==> src/arrb_pkg.sv <==
// Purpose: Shared constants for the axis readback return buffer
// Assumes: One controller clock, synchronous inputs
// Notes:   Function codes and value limits used by the readback logic
package arrb_pkg;
   // Function codes tagged onto queue packets
   localparam logic [7:0] FC_READ_POS = 8'h01; // Position readback
   localparam logic [7:0] FC_READ_VEL = 8'h02; // Velocity readback
   // Servo position limits
   localparam logic signed [31:0] SERVO_POS_MIN = 32'shC0000000;
   localparam logic signed [31:0] SERVO_POS_MAX = 32'sh3FFFFFFF;
   // Servo velocity limits, counts per sample period
   localparam logic signed [15:0] SERVO_VEL_MIN = 16'shC000;
   localparam logic signed [15:0] SERVO_VEL_MAX = 16'sh3FFF;
   // Stepper step rate limits, steps per second
   localparam logic [31:0] STEP_VEL_MIN = 32'h00000001;
   localparam logic [31:0] STEP_VEL_MAX = 32'h00100000;
   // Stepper operation modes
   typedef enum logic [1:0] {
      ARRB_OPM_REL = 2'b00,
      ARRB_OPM_ABS = 2'b01,
      ARRB_OPM_VEL = 2'b10
   } arrb_opmode_e;
   // Reset value of the queue pointers
   localparam logic [7:0] PTR_RESET = 8'h00;
endpackage

==> src/arrb_readback.sv <==
// Purpose: Samples axis position and velocity into a return result queue
// Assumes: Requests and host reads are synchronous to clk
// Notes:   Queue is an in-order array; host pops one packet per clock while hostRead and hostMode2 are high
`timescale 1ns/10ps
module arrb_readback
   import arrb_pkg::*;
#(
   parameter int NUM_AXES  = 4,   // Axis count
   parameter int DEPTH     = 16,  // Queue depth in packets
   parameter bit IS_STEPPER = 1'b0 // 1 selects stepper variant
)(
   input  wire logic                        clk,
   input  wire logic                        arst_n,
   input  wire logic                        reqValid,
   input  wire logic                        reqIsVel,
   input  wire logic [7:0]                  reqAxis,
   input  wire logic [NUM_AXES*32-1:0]      axisPos,
   input  wire logic [NUM_AXES*32-1:0]      axisVel,
   input  wire logic [NUM_AXES*32-1:0]      axisMaxVel,
   input  wire logic [NUM_AXES*2-1:0]       axisMode,
   input  wire logic                        hostMode2,
   input  wire logic                        hostRead,
   output logic                             reqReady,
   output logic                             pktValid,
   output logic [7:0]                       pktAxis,
   output logic [7:0]                       pktFunctionCode,
   output logic [15:0]                      pktWordHi,
   output logic [15:0]                      pktWordLo,
   output logic [7:0]                       pktCount,
   output logic [NUM_AXES-1:0]              stepDirReverse,
   output logic [NUM_AXES*32-1:0]           stepRate
);
   // Pointers wrap at a power of two, so only such depths index the array safely
   if (DEPTH < 2 || DEPTH > 128 || (DEPTH & (DEPTH - 1)) != 0 ||
       NUM_AXES < 1 || NUM_AXES > 255) begin : g_badParams
      $error("arrb_readback: unsupported parameters");
   end

   localparam int AW = $clog2(DEPTH);

   // Reset synchroniser
   logic rstMeta;
   logic rstSync;
   always_ff @(posedge clk or negedge arst_n) begin
      if (!arst_n) begin
         rstMeta <= 1'b0;
         rstSync <= 1'b0;
      end else begin
         rstMeta <= 1'b1;
         rstSync <= rstMeta;
      end
   end
   wire logic rst_n = rstSync;

   // Queue storage; packet = axis, code, data word pair
   logic [7:0]  qAxis [DEPTH];                 // Axis identifiers
   logic [7:0]  qCode [DEPTH];                 // Function codes
   logic [31:0] qData [DEPTH];                 // Two 16-bit words
   logic [AW-1:0] wrPtr;                       // Next free slot
   logic [AW-1:0] rdPtr;                       // Oldest packet
   logic [7:0]    count;                       // Packets held

   // Selected axis inputs, index bounded to legal axes
   logic        axisOk;
   logic [31:0] selPos;
   logic [31:0] selVel;
   logic [1:0]  selMode;
   logic [31:0] next_data;
   logic        doPush;
   logic        doPop;

   always_comb begin
      axisOk  = (reqAxis < 8'(NUM_AXES));
      selPos  = 32'h0;
      selVel  = 32'h0;
      selMode = 2'b00;
      if (axisOk) begin
         selPos  = axisPos[reqAxis*32 +: 32];   // instantaneous scaled count
         selVel  = axisVel[reqAxis*32 +: 32];
         selMode = axisMode[reqAxis*2 +: 2];
      end
   end

   // Format the captured value per variant
   always_comb begin
      next_data = 32'h0;
      if (!reqIsVel) begin
         if (IS_STEPPER) begin
            // Velocity mode has no meaningful position
            if (selMode == ARRB_OPM_VEL)
               next_data = 32'h0;
            else
               next_data = selPos;
         end else if ($signed(selPos) > SERVO_POS_MAX) begin
            next_data = SERVO_POS_MAX;
         end else if ($signed(selPos) < SERVO_POS_MIN) begin
            next_data = SERVO_POS_MIN;
         end else begin
            next_data = selPos;
         end
      end else if (IS_STEPPER) begin
         // Magnitude only; direction leaves on stepDirReverse
         next_data = selVel[31] ? 32'(-selVel) : selVel;
         if (next_data > STEP_VEL_MAX) next_data = STEP_VEL_MAX;
         else if (next_data < STEP_VEL_MIN) next_data = STEP_VEL_MIN;
      end else begin
         // Integer half of signed velocity, sign kept for direction
         if ($signed(selVel[31:16]) > SERVO_VEL_MAX)
            next_data = {{16{1'b0}}, SERVO_VEL_MAX};
         else if ($signed(selVel[31:16]) < SERVO_VEL_MIN)
            next_data = {{16{1'b1}}, SERVO_VEL_MIN};
         else
            next_data = {{16{selVel[31]}}, selVel[31:16]};
      end
   end

   // Requests stall while full so no result is dropped
   assign reqReady = (count < 8'(DEPTH));
   assign doPush   = reqValid && reqReady && axisOk;
   assign doPop    = hostRead && hostMode2 && (count != 8'h0);

   // Queue write
   always_ff @(posedge clk) begin
      if (doPush) begin
         qAxis[wrPtr] <= reqAxis;
         qCode[wrPtr] <= reqIsVel ? FC_READ_VEL : FC_READ_POS;
         qData[wrPtr] <= next_data;
      end
   end

   // Pointers and occupancy
   always_ff @(posedge clk or negedge rst_n) begin
      if (!rst_n) begin
         wrPtr <= AW'(PTR_RESET);
         rdPtr <= AW'(PTR_RESET);
         count <= PTR_RESET;
      end else begin
         if (doPush) wrPtr <= AW'(wrPtr + 1'b1);
         if (doPop) rdPtr <= AW'(rdPtr + 1'b1);
         count <= 8'(count + (doPush ? 8'h1 : 8'h0) - (doPop ? 8'h1 : 8'h0));
      end
   end

   // Head packet registered out, oldest first
   always_ff @(posedge clk or negedge rst_n) begin
      if (!rst_n) begin
         pktValid        <= 1'b0;
         pktAxis         <= 8'h00;
         pktFunctionCode <= 8'h00;
         pktWordHi       <= 16'h0000;
         pktWordLo       <= 16'h0000;
         pktCount        <= 8'h00;
      end else begin
         // Only packets present are offered
         pktValid        <= (count != 8'h0) && !(doPop && count == 8'h1);
         pktAxis         <= qAxis[doPop ? AW'(rdPtr + 1'b1) : rdPtr];
         pktFunctionCode <= qCode[doPop ? AW'(rdPtr + 1'b1) : rdPtr];
         {pktWordHi, pktWordLo} <= qData[doPop ? AW'(rdPtr + 1'b1) : rdPtr];
         pktCount        <= 8'(count + (doPush ? 8'h1 : 8'h0) - (doPop ? 8'h1 : 8'h0));
      end
   end

   // Step generator rate limit and direction per axis
   for (genvar a = 0; a < NUM_AXES; a++) begin : g_step
      wire logic [31:0] mag = axisVel[a*32+31] ? 32'(-axisVel[a*32 +: 32])
                                               : axisVel[a*32 +: 32];
      always_ff @(posedge clk or negedge rst_n) begin
         if (!rst_n) begin
            stepRate[a*32 +: 32] <= 32'h0;
            stepDirReverse[a]    <= 1'b0;
         end else begin
            // Never step faster than programmed maximum
            stepRate[a*32 +: 32] <= (mag > axisMaxVel[a*32 +: 32])
                                    ? axisMaxVel[a*32 +: 32] : mag;
            stepDirReverse[a]    <= axisVel[a*32+31];
         end
      end
   end

   // Checks
   property p_noOverflow;
      @(posedge clk) disable iff (!rst_n) count <= 8'(DEPTH);
   endproperty
   a_noOverflow: assert property (p_noOverflow) else $error("queue overflow");

   property p_popCount;
      @(posedge clk) disable iff (!rst_n) (doPop && !doPush) |=> count == $past(count) - 8'h1;
   endproperty
   a_popCount: assert property (p_popCount) else $error("pop count wrong");

   property p_emptyNoValid;
      @(posedge clk) disable iff (!rst_n) (count == 8'h0) |-> !pktValid;
   endproperty
   a_emptyNoValid: assert property (p_emptyNoValid) else $error("valid while empty");

   property p_stepLimit;
      @(posedge clk) disable iff (!rst_n) stepRate[31:0] <= $past(axisMaxVel[31:0]) || !$past(rst_n);
   endproperty
   a_stepLimit: assert property (p_stepLimit) else $error("step rate over max");

   property p_stepVelZero;
      @(posedge clk) disable iff (!rst_n)
         (IS_STEPPER && doPush && !reqIsVel && selMode == ARRB_OPM_VEL) |-> next_data == 32'h0;
   endproperty
   a_stepVelZero: assert property (p_stepVelZero) else $error("velocity mode pos nonzero");

   property p_servoPosRange;
      @(posedge clk) disable iff (!rst_n) (!IS_STEPPER && doPush && !reqIsVel)
         |-> ($signed(next_data) <= SERVO_POS_MAX && $signed(next_data) >= SERVO_POS_MIN);
   endproperty
   a_servoPosRange: assert property (p_servoPosRange) else $error("servo pos range");

   property p_stepVelRange;
      @(posedge clk) disable iff (!rst_n) (IS_STEPPER && doPush && reqIsVel)
         |-> (next_data >= STEP_VEL_MIN && next_data <= STEP_VEL_MAX);
   endproperty
   a_stepVelRange: assert property (p_stepVelRange) else $error("step vel range");

   property p_servoVelSign;
      @(posedge clk) disable iff (!rst_n) (!IS_STEPPER && doPush && reqIsVel)
         |-> next_data[31] == selVel[31];
   endproperty
   a_servoVelSign: assert property (p_servoVelSign) else $error("servo vel sign");
endmodule

==> config.mk <==
export PLATFORM = sky130hd
export DESIGN_NAME = arrb_readback
export DESIGN_NICKNAME = d
export VERILOG_FILES = /design/src/arrb_pkg.sv /design/src/arrb_readback.sv
export SDC_FILE = /design/constraint.sdc
export NUM_CORES = 1
export LEC_CHECK = 0
export CORE_MARGIN = 4
export CORE_UTILIZATION = 42
export CTS_BUF_LIST = sky130_fd_sc_hd__clkbuf_16
export CTS_CLUSTER_SIZE = 10
export DETAILED_ROUTE_END_ITERATION = 10
export DONT_BUFFER_PORTS = 1
export SYNTH_ARGS = -nofsm -noshare
export SYNTH_HDL_FRONTEND = slang
export SYNTH_SLANG_ARGS = --single-unit
==> constraint.sdc <==
create_clock -name clk -period 5.3 [get_ports clk]
set_clock_uncertainty 0.05 [all_clocks]
set_input_delay 0.53 -clock clk [delete_from_list [all_inputs] [get_ports clk]]
set_output_delay 0.53 -clock clk [all_outputs]
set_load 0.1 [all_outputs]
==> After elaboration in Yosys (flattened, before gate mapping) <==
Memory sizes are Yosys's and may differ from the RTL's. A register that Yosys moved wholly into a read port is not among the register bits.
Cells that the tools add are included.
{ "totals": {"mem_count": 3, "mem_bits_rw": 672, "register_bits": 159, "inputBits": 406, "elab_cells": 71, "output_inout_bits": 190} }
{ "mem_list": {"columns": ["memory", "words", "word_bits", "rd", "rd_ports_with_merged_regs", "write_ports", "line_no", "rtl"], "rows": [
  ["qData", 16, 32, 1, 1, 1, "arrb_readback.sv:58", "logic [31:0] qData [DEPTH];"],
  ["qAxis", 16, 8, 1, 1, 1, "arrb_readback.sv:56", "logic [7:0] qAxis [DEPTH];"],
  ["qCode", 16, 2, 1, 1, 1, "arrb_readback.sv:57", "logic [7:0] qCode [DEPTH];"]
]} }
{ "classes": {"add_sub_neg": 8, "n_reduce_logical": 11, "magnitude_cmp": 10, "shifts": 2, "n_mux": 21, "n_eq_ne": 1} }
{ "op_table": {"columns": ["operator", "count"], "rows": [
  ["$mux W32", 15],
  ["$shiftx A128 B14 Y32", 2],
  ["$gt A32 B32 Y1", 4],
  ["$neg A32 Y32", 4],
  ["$gt A32 B31 Y1 const B", 1],
  ["$lt A32 B31 Y1 const B", 1],
  ["$gt A16 B15 Y1 const B", 1],
  ["$lt A16 B15 Y1 const B", 1],
  ["$add A4 B1 Y4 const B", 2],
  ["$add A8 B1 Y8", 1],
  ["$eq A8 B1 Y1 const B", 1],
  ["$lt A8 B3 Y1 const B", 1],
  ["$lt A8 B5 Y1 const B", 1],
  ["$reduce_bool A8 Y1", 1],
  ["$sub A8 B1 Y8", 1],
  ["$logic_and A1 B1 Y1", 6],
  ["$logic_not A1 Y1", 4],
  ["$mux W1", 4],
  ["$mux W4", 1],
  ["$mux W2", 1]
]} }

==> Longest topological paths before layout <==
{ "logic_depth": {"word_depth": 6, "ltp_mapped": 17, "depth_no_buf": 16} }

==> Least setup slack after synthesis <==
No wires, ideal clock.
{ "synth_timing": {"path_kind": "register to register", "from": "reg pktCount[4] (netlist name)", "to": "mem qAxis[1][0], enable pin", "period_less_slack_ns": 7.502, "t_arrival_ns": 6.891, "stages_incl_launch_ff": 8, "path_slack_ns": -2.202, "path_buffers": 1, "required_ns": 4.689, "setup_ns": 0.561, "path_cell_list": "dfrtp_1 > inv_1 > ha_1 > and2_1 > and3_1 > clkbuf_1 > inv_1 > nor4b_1"} }
{ "synth_rtl": {"columns": ["element", "line_no"], "rows": [
  ["end: declaration", "arrb_readback.sv:56"]
]} }

==> Worst setup path after layout <==
{ "layout_timing": {"from": "in axisVel[8]", "to": "reg stepRate[0]"} }
{ "layout_between": {"elab_chain_len": 4} }
{ "layout_lines": {"columns": ["element", "line_no", "rtl"], "rows": [
  ["start: declaration", "arrb_readback.sv:18", "input wire logic [NUM_AXES*32-1:0] axisVel,"],
  ["$neg A32 Y32", "arrb_readback.sv:165", "wire logic [31:0] mag = axisVel[a*32+31] ? 32'(-axisVel[a*32 +: 32])"],
  ["$mux W32 (*)", "arrb_readback.sv:165", null],
  ["$gt A32 B32 Y1 (*)", "arrb_readback.sv:173", "stepRate[a*32 +: 32] <= (mag > axisMaxVel[a*32 +: 32])"],
  ["$mux W32 (*)", "arrb_readback.sv:174", "? axisMaxVel[a*32 +: 32] : mag;"],
  ["end signal: indexed assignment", "arrb_readback.sv:173", null],
  ["end signal: assignment", "arrb_readback.sv:197", "@(posedge clk) disable iff (!rst_n) stepRate[31:0] <= $past(axisMaxVel[31:0]) || !$past(rst_n);"],
  ["end: declaration", "arrb_readback.sv:31", "output logic [NUM_AXES*32-1:0] stepRate"]
]} }
Mark *: on every way between the ends. The rest lies on a longest branch, timed or not.
A chain may end at the register's enable or synchronous reset.

==> run_results.csv <==
group,metric,value,unit
outcome,status,"finished clean",
logic_synthesis,async_flop_share,22.3,%
sta,max_slew_margin,11.3,%
pwr,power,0.0224,W
floorplan,io_pins,596,
logic_synthesis,synth_top_area_share,47.2,%
place,io_buffer_count,0,
floorplan,coreArea,101000,µm²
logic_synthesis,synth_warnings,0,
global_route,grt_max_degree,144,
floorplan,start_util,42.5,%
drt,detail-route-antenna-nets,0,
worst_setup_path,cp.arrival,5050,ps
clocking,numCtsBuffers,101,
floorplan,die_area,107000,µm²
worst_setup_path,cp_data_required_time,5800,ps
drt,routed.top_layer,"met5",
sta,worstMarginPinSlew,1330,ps
logic_synthesis,synth_area,42700,µm²
place,placed_cells,4403,
flow_run,maxCapViolations,0,
drt,drt_first_pass_iters,7,
final_layout,postLayoutCoreUtil,48.7,%
worst_setup_path,r2r-start,"pktCount[4]",
logic_synthesis,synthCells,3163,
sta,fmax,0.220,GHz
pwr,ir_worst_vdd,0.400,mV
drt,wl_met2,71.3,mm
floorplan,fp.dieW,327,µm
clocking,post_cts_buffers,0,
hold_path,hold_class,"in2async",
drt,dr.first_iter.drc_count,2936,
drt,wl_met3,12.0,mm
sta,layout_setup_ws,748,ps
worst_setup_path,path_max_fanout,24,
final_layout,final_nets,3840,
drt,drc,0,
sta,slew_viol_final,0,
drt,num_vias,29400,
logic_synthesis,ys_top_cells_by_area,"edfxtp_1 47%, dfrtp_1 11%, mux2_2 5.0%, mux4_2 4.6%, ha_1 4.3%",
worst_setup_path,rr_worst_depth,11,
place,place_hpwl,96.8,mm
worst_setup_path,end_kind,"flop",
place,gp_congestion,0.957,
clocking,cts.htree.levels,3,
global_route,gr-usage-all-layers,26.8,%
final_layout,layout.cells.non_filler,4729,
final_layout,final_layout_size_suffix_gt1_share,16.5,%
clocking,cts_num_sinks,865,
drt,avgRoutedWirePerCell,31.1,µm
clocking,clk_path_buf_depth,3,
logic_synthesis,synth_most_common_cell,"edfxtp_1",
clocking,cts.clk_slew.worst_paths,60,ps
logic_synthesis,ys_seq_area_share,58.5,%
global_route,grt_overflow,0,
place,dp_slack,489,ps
logic_synthesis,synth_cell_type_count,83,
pwr,power_leakage,17.9,nW
floorplan,floorplan.rows,116,
clocking,root_buffer,"clkbuf_16",
logic_synthesis,synth_top_area_cell,"edfxtp_1",
clocking,clk_latency,680,ps
logic_synthesis,synth.ff_latch_count,865,
global_route,grt_pass1_wl,212,mm
global_route,first_global_vias,30300,
drt,met1_length,56.3,mm
logic_synthesis,avgSynthCellArea,13.5,µm²
worst_setup_path,crit_type,"in2reg",
logic_synthesis,synthTopCellsByCount,"672 x edfxtp_1, 253 x nand2_1, 202 x a21oi_1",
floorplan,dieHeight,327,µm
sta,grt_setup_unrepaired,"no",
worst_setup_path,r2r_slack,1240,ps
sta,setup-violations-final,0,
worst_setup_path,timing.rr.end,"pktWordLo[1]",
sta,final-hold-violation-count,0,
pwr,pwr_density_cell,458,nW/µm²
clocking,cts_tree,"built",
sta,timing.final.crit_share,85.9,%
worst_setup_path,cp-start-kind,"primary input",
logic_synthesis,synth_edf_count,672,
global_route,grt_antenna_before_repair,10,
final_layout,fill_cells,8612,
final_layout,syn_to_final_growth,14.6,%
drt,wl,147,mm
sta,min_period,4550,ps
logic_synthesis,synth_top_flop_cell,"edfxtp_1",
drt,viasPerCell,6.22,
==> repair_timing <==
action,in CTS,in global routing
resized for setup,0,0
endpoints found under the hold margin,267,0
hold buffers,135,0
==> flip-flops by register name, indices dropped and copies added (netlist names) <==
register and count:
pktAxis 8, pktCount 8, pktFunctionCode 2, pktValid 1, pktWordHi 16, pktWordLo 16, qAxis 128, qCode 32
qData 512, rdPtr 4, rstMeta 1, rstSync 1, stepDirReverse 4, stepRate 128, wrPtr 4
==> area by class of cell <==
cell class / instances / area (µm²) / area share, %
well taps: 1357 / 1700 / 3.47
clock inverters: 73 / 409 / 0.835
multi-input cells: 1929 / 16500 / 33.6
diodes: 14 / 35.0 / 0.0715
inverters: 169 / 638 / 1.30
repair buffers: 219 / 2160 / 4.41
flip-flops and latches: 865 / 25000 / 51.1
clock buffers: 103 / 2580 / 5.26
==> layout by cell type, fill, tap and decap left out, types with 9 or more instances in the layout <==
cell and n:
nand3_1 25, a31oi_1 34, nor4_1 19, mux2_2 191
mux2i_1 65, o41ai_1 10, clkbuf_16 103, edfxtp_1 672
nor2_1 26, dlygate4sd3_1 135, or4_1 14, xnor2_1 120
mux4_2 88, buf_12 14, and2_1 36, buf_4 69
a221o_1 93, and3_1 34, o21ai_0 65, a22oi_1 21
a21oi_1 199, a22o_1 66, dfrtp_1 191, inv_1 219
a21o_1 38, nand2_1 253, o31ai_1 35, ha_1 148
diode_2 14, o211ai_1 10, or3_1 11, o221ai_1 62
a222oi_1 64, nand4_1 59, clkinv_2 9
==> metal layers <==
metal	up-vias	global-route usage (%)
li1	12700	-
met1	15000	33.0
met3	268	5.93
met4	4	12.8
met5	-	0
met2	1394	45.0
==> report_power, final <==
| part | switching, W | internal [W] | total (W) |
|---|---|---|---|
| sequential | 0.00279 | 0.00767 | 0.0105 |
| clock | 0.00273 | 0.00358 | 0.00631 |
| combinational | 0.00354 | 0.00212 | 0.00566 |
==> cells by family (layout without fill, tap and decap cells) <==
group	count (synthesis)	in the layout	share of synthesized area, %
compound gates	747	747	13.0
buf+inv	374	564	3.52
flops	865	865	58.5
other cells	2	21	0.0176
fa+ha+maj	149	149	4.38
mux	346	346	11.3
xor+xnor	128	128	2.62
simple gates	552	552	6.64
==> critical path: stages <==
cell	delay (ps)
or4_1	570
nor2_1	400
nand3_1	270
o31ai_1	340
xnor2_1	180
ha_1	290
a21oi_1	130
o21ai_0	170
a211o_1	330
a211o_1	280
o211ai_1	230
buf_4	380
mux2_2	380
dlygate4sd3_1	550
==> worst max path at each step <==
stage	startpoint	end	slack [ps]	depth (start not counted)
CTS	axisVel[8]	stepRate[0]	820	14
global route	axisVel[8]	stepRate[0]	470	14
floorplan	pktCount[4]	qAxis[0][0]	-80	7
global placement	axisVel[32]	stepRate[42]	480	15
finish	axisVel[8]	stepRate[0]	750	14
detailed placement	axisVel[32]	stepRate[40]	490	15
==> through the flow <==
stage / instance area [µm²] / setup TNS [ps] / hold slack, ps
floorplan: 42800 / -10090 / 184
global placement: 44600 / 0 / 185
detailed placement: 44600 / 0 / 185
CTS: 48900 / 0 / 1.93
global route: 49000 / 0 / 28.5
finish: 49000 / 0 / 46.1
Note: power is estimated with default switching activity, not from simulation.
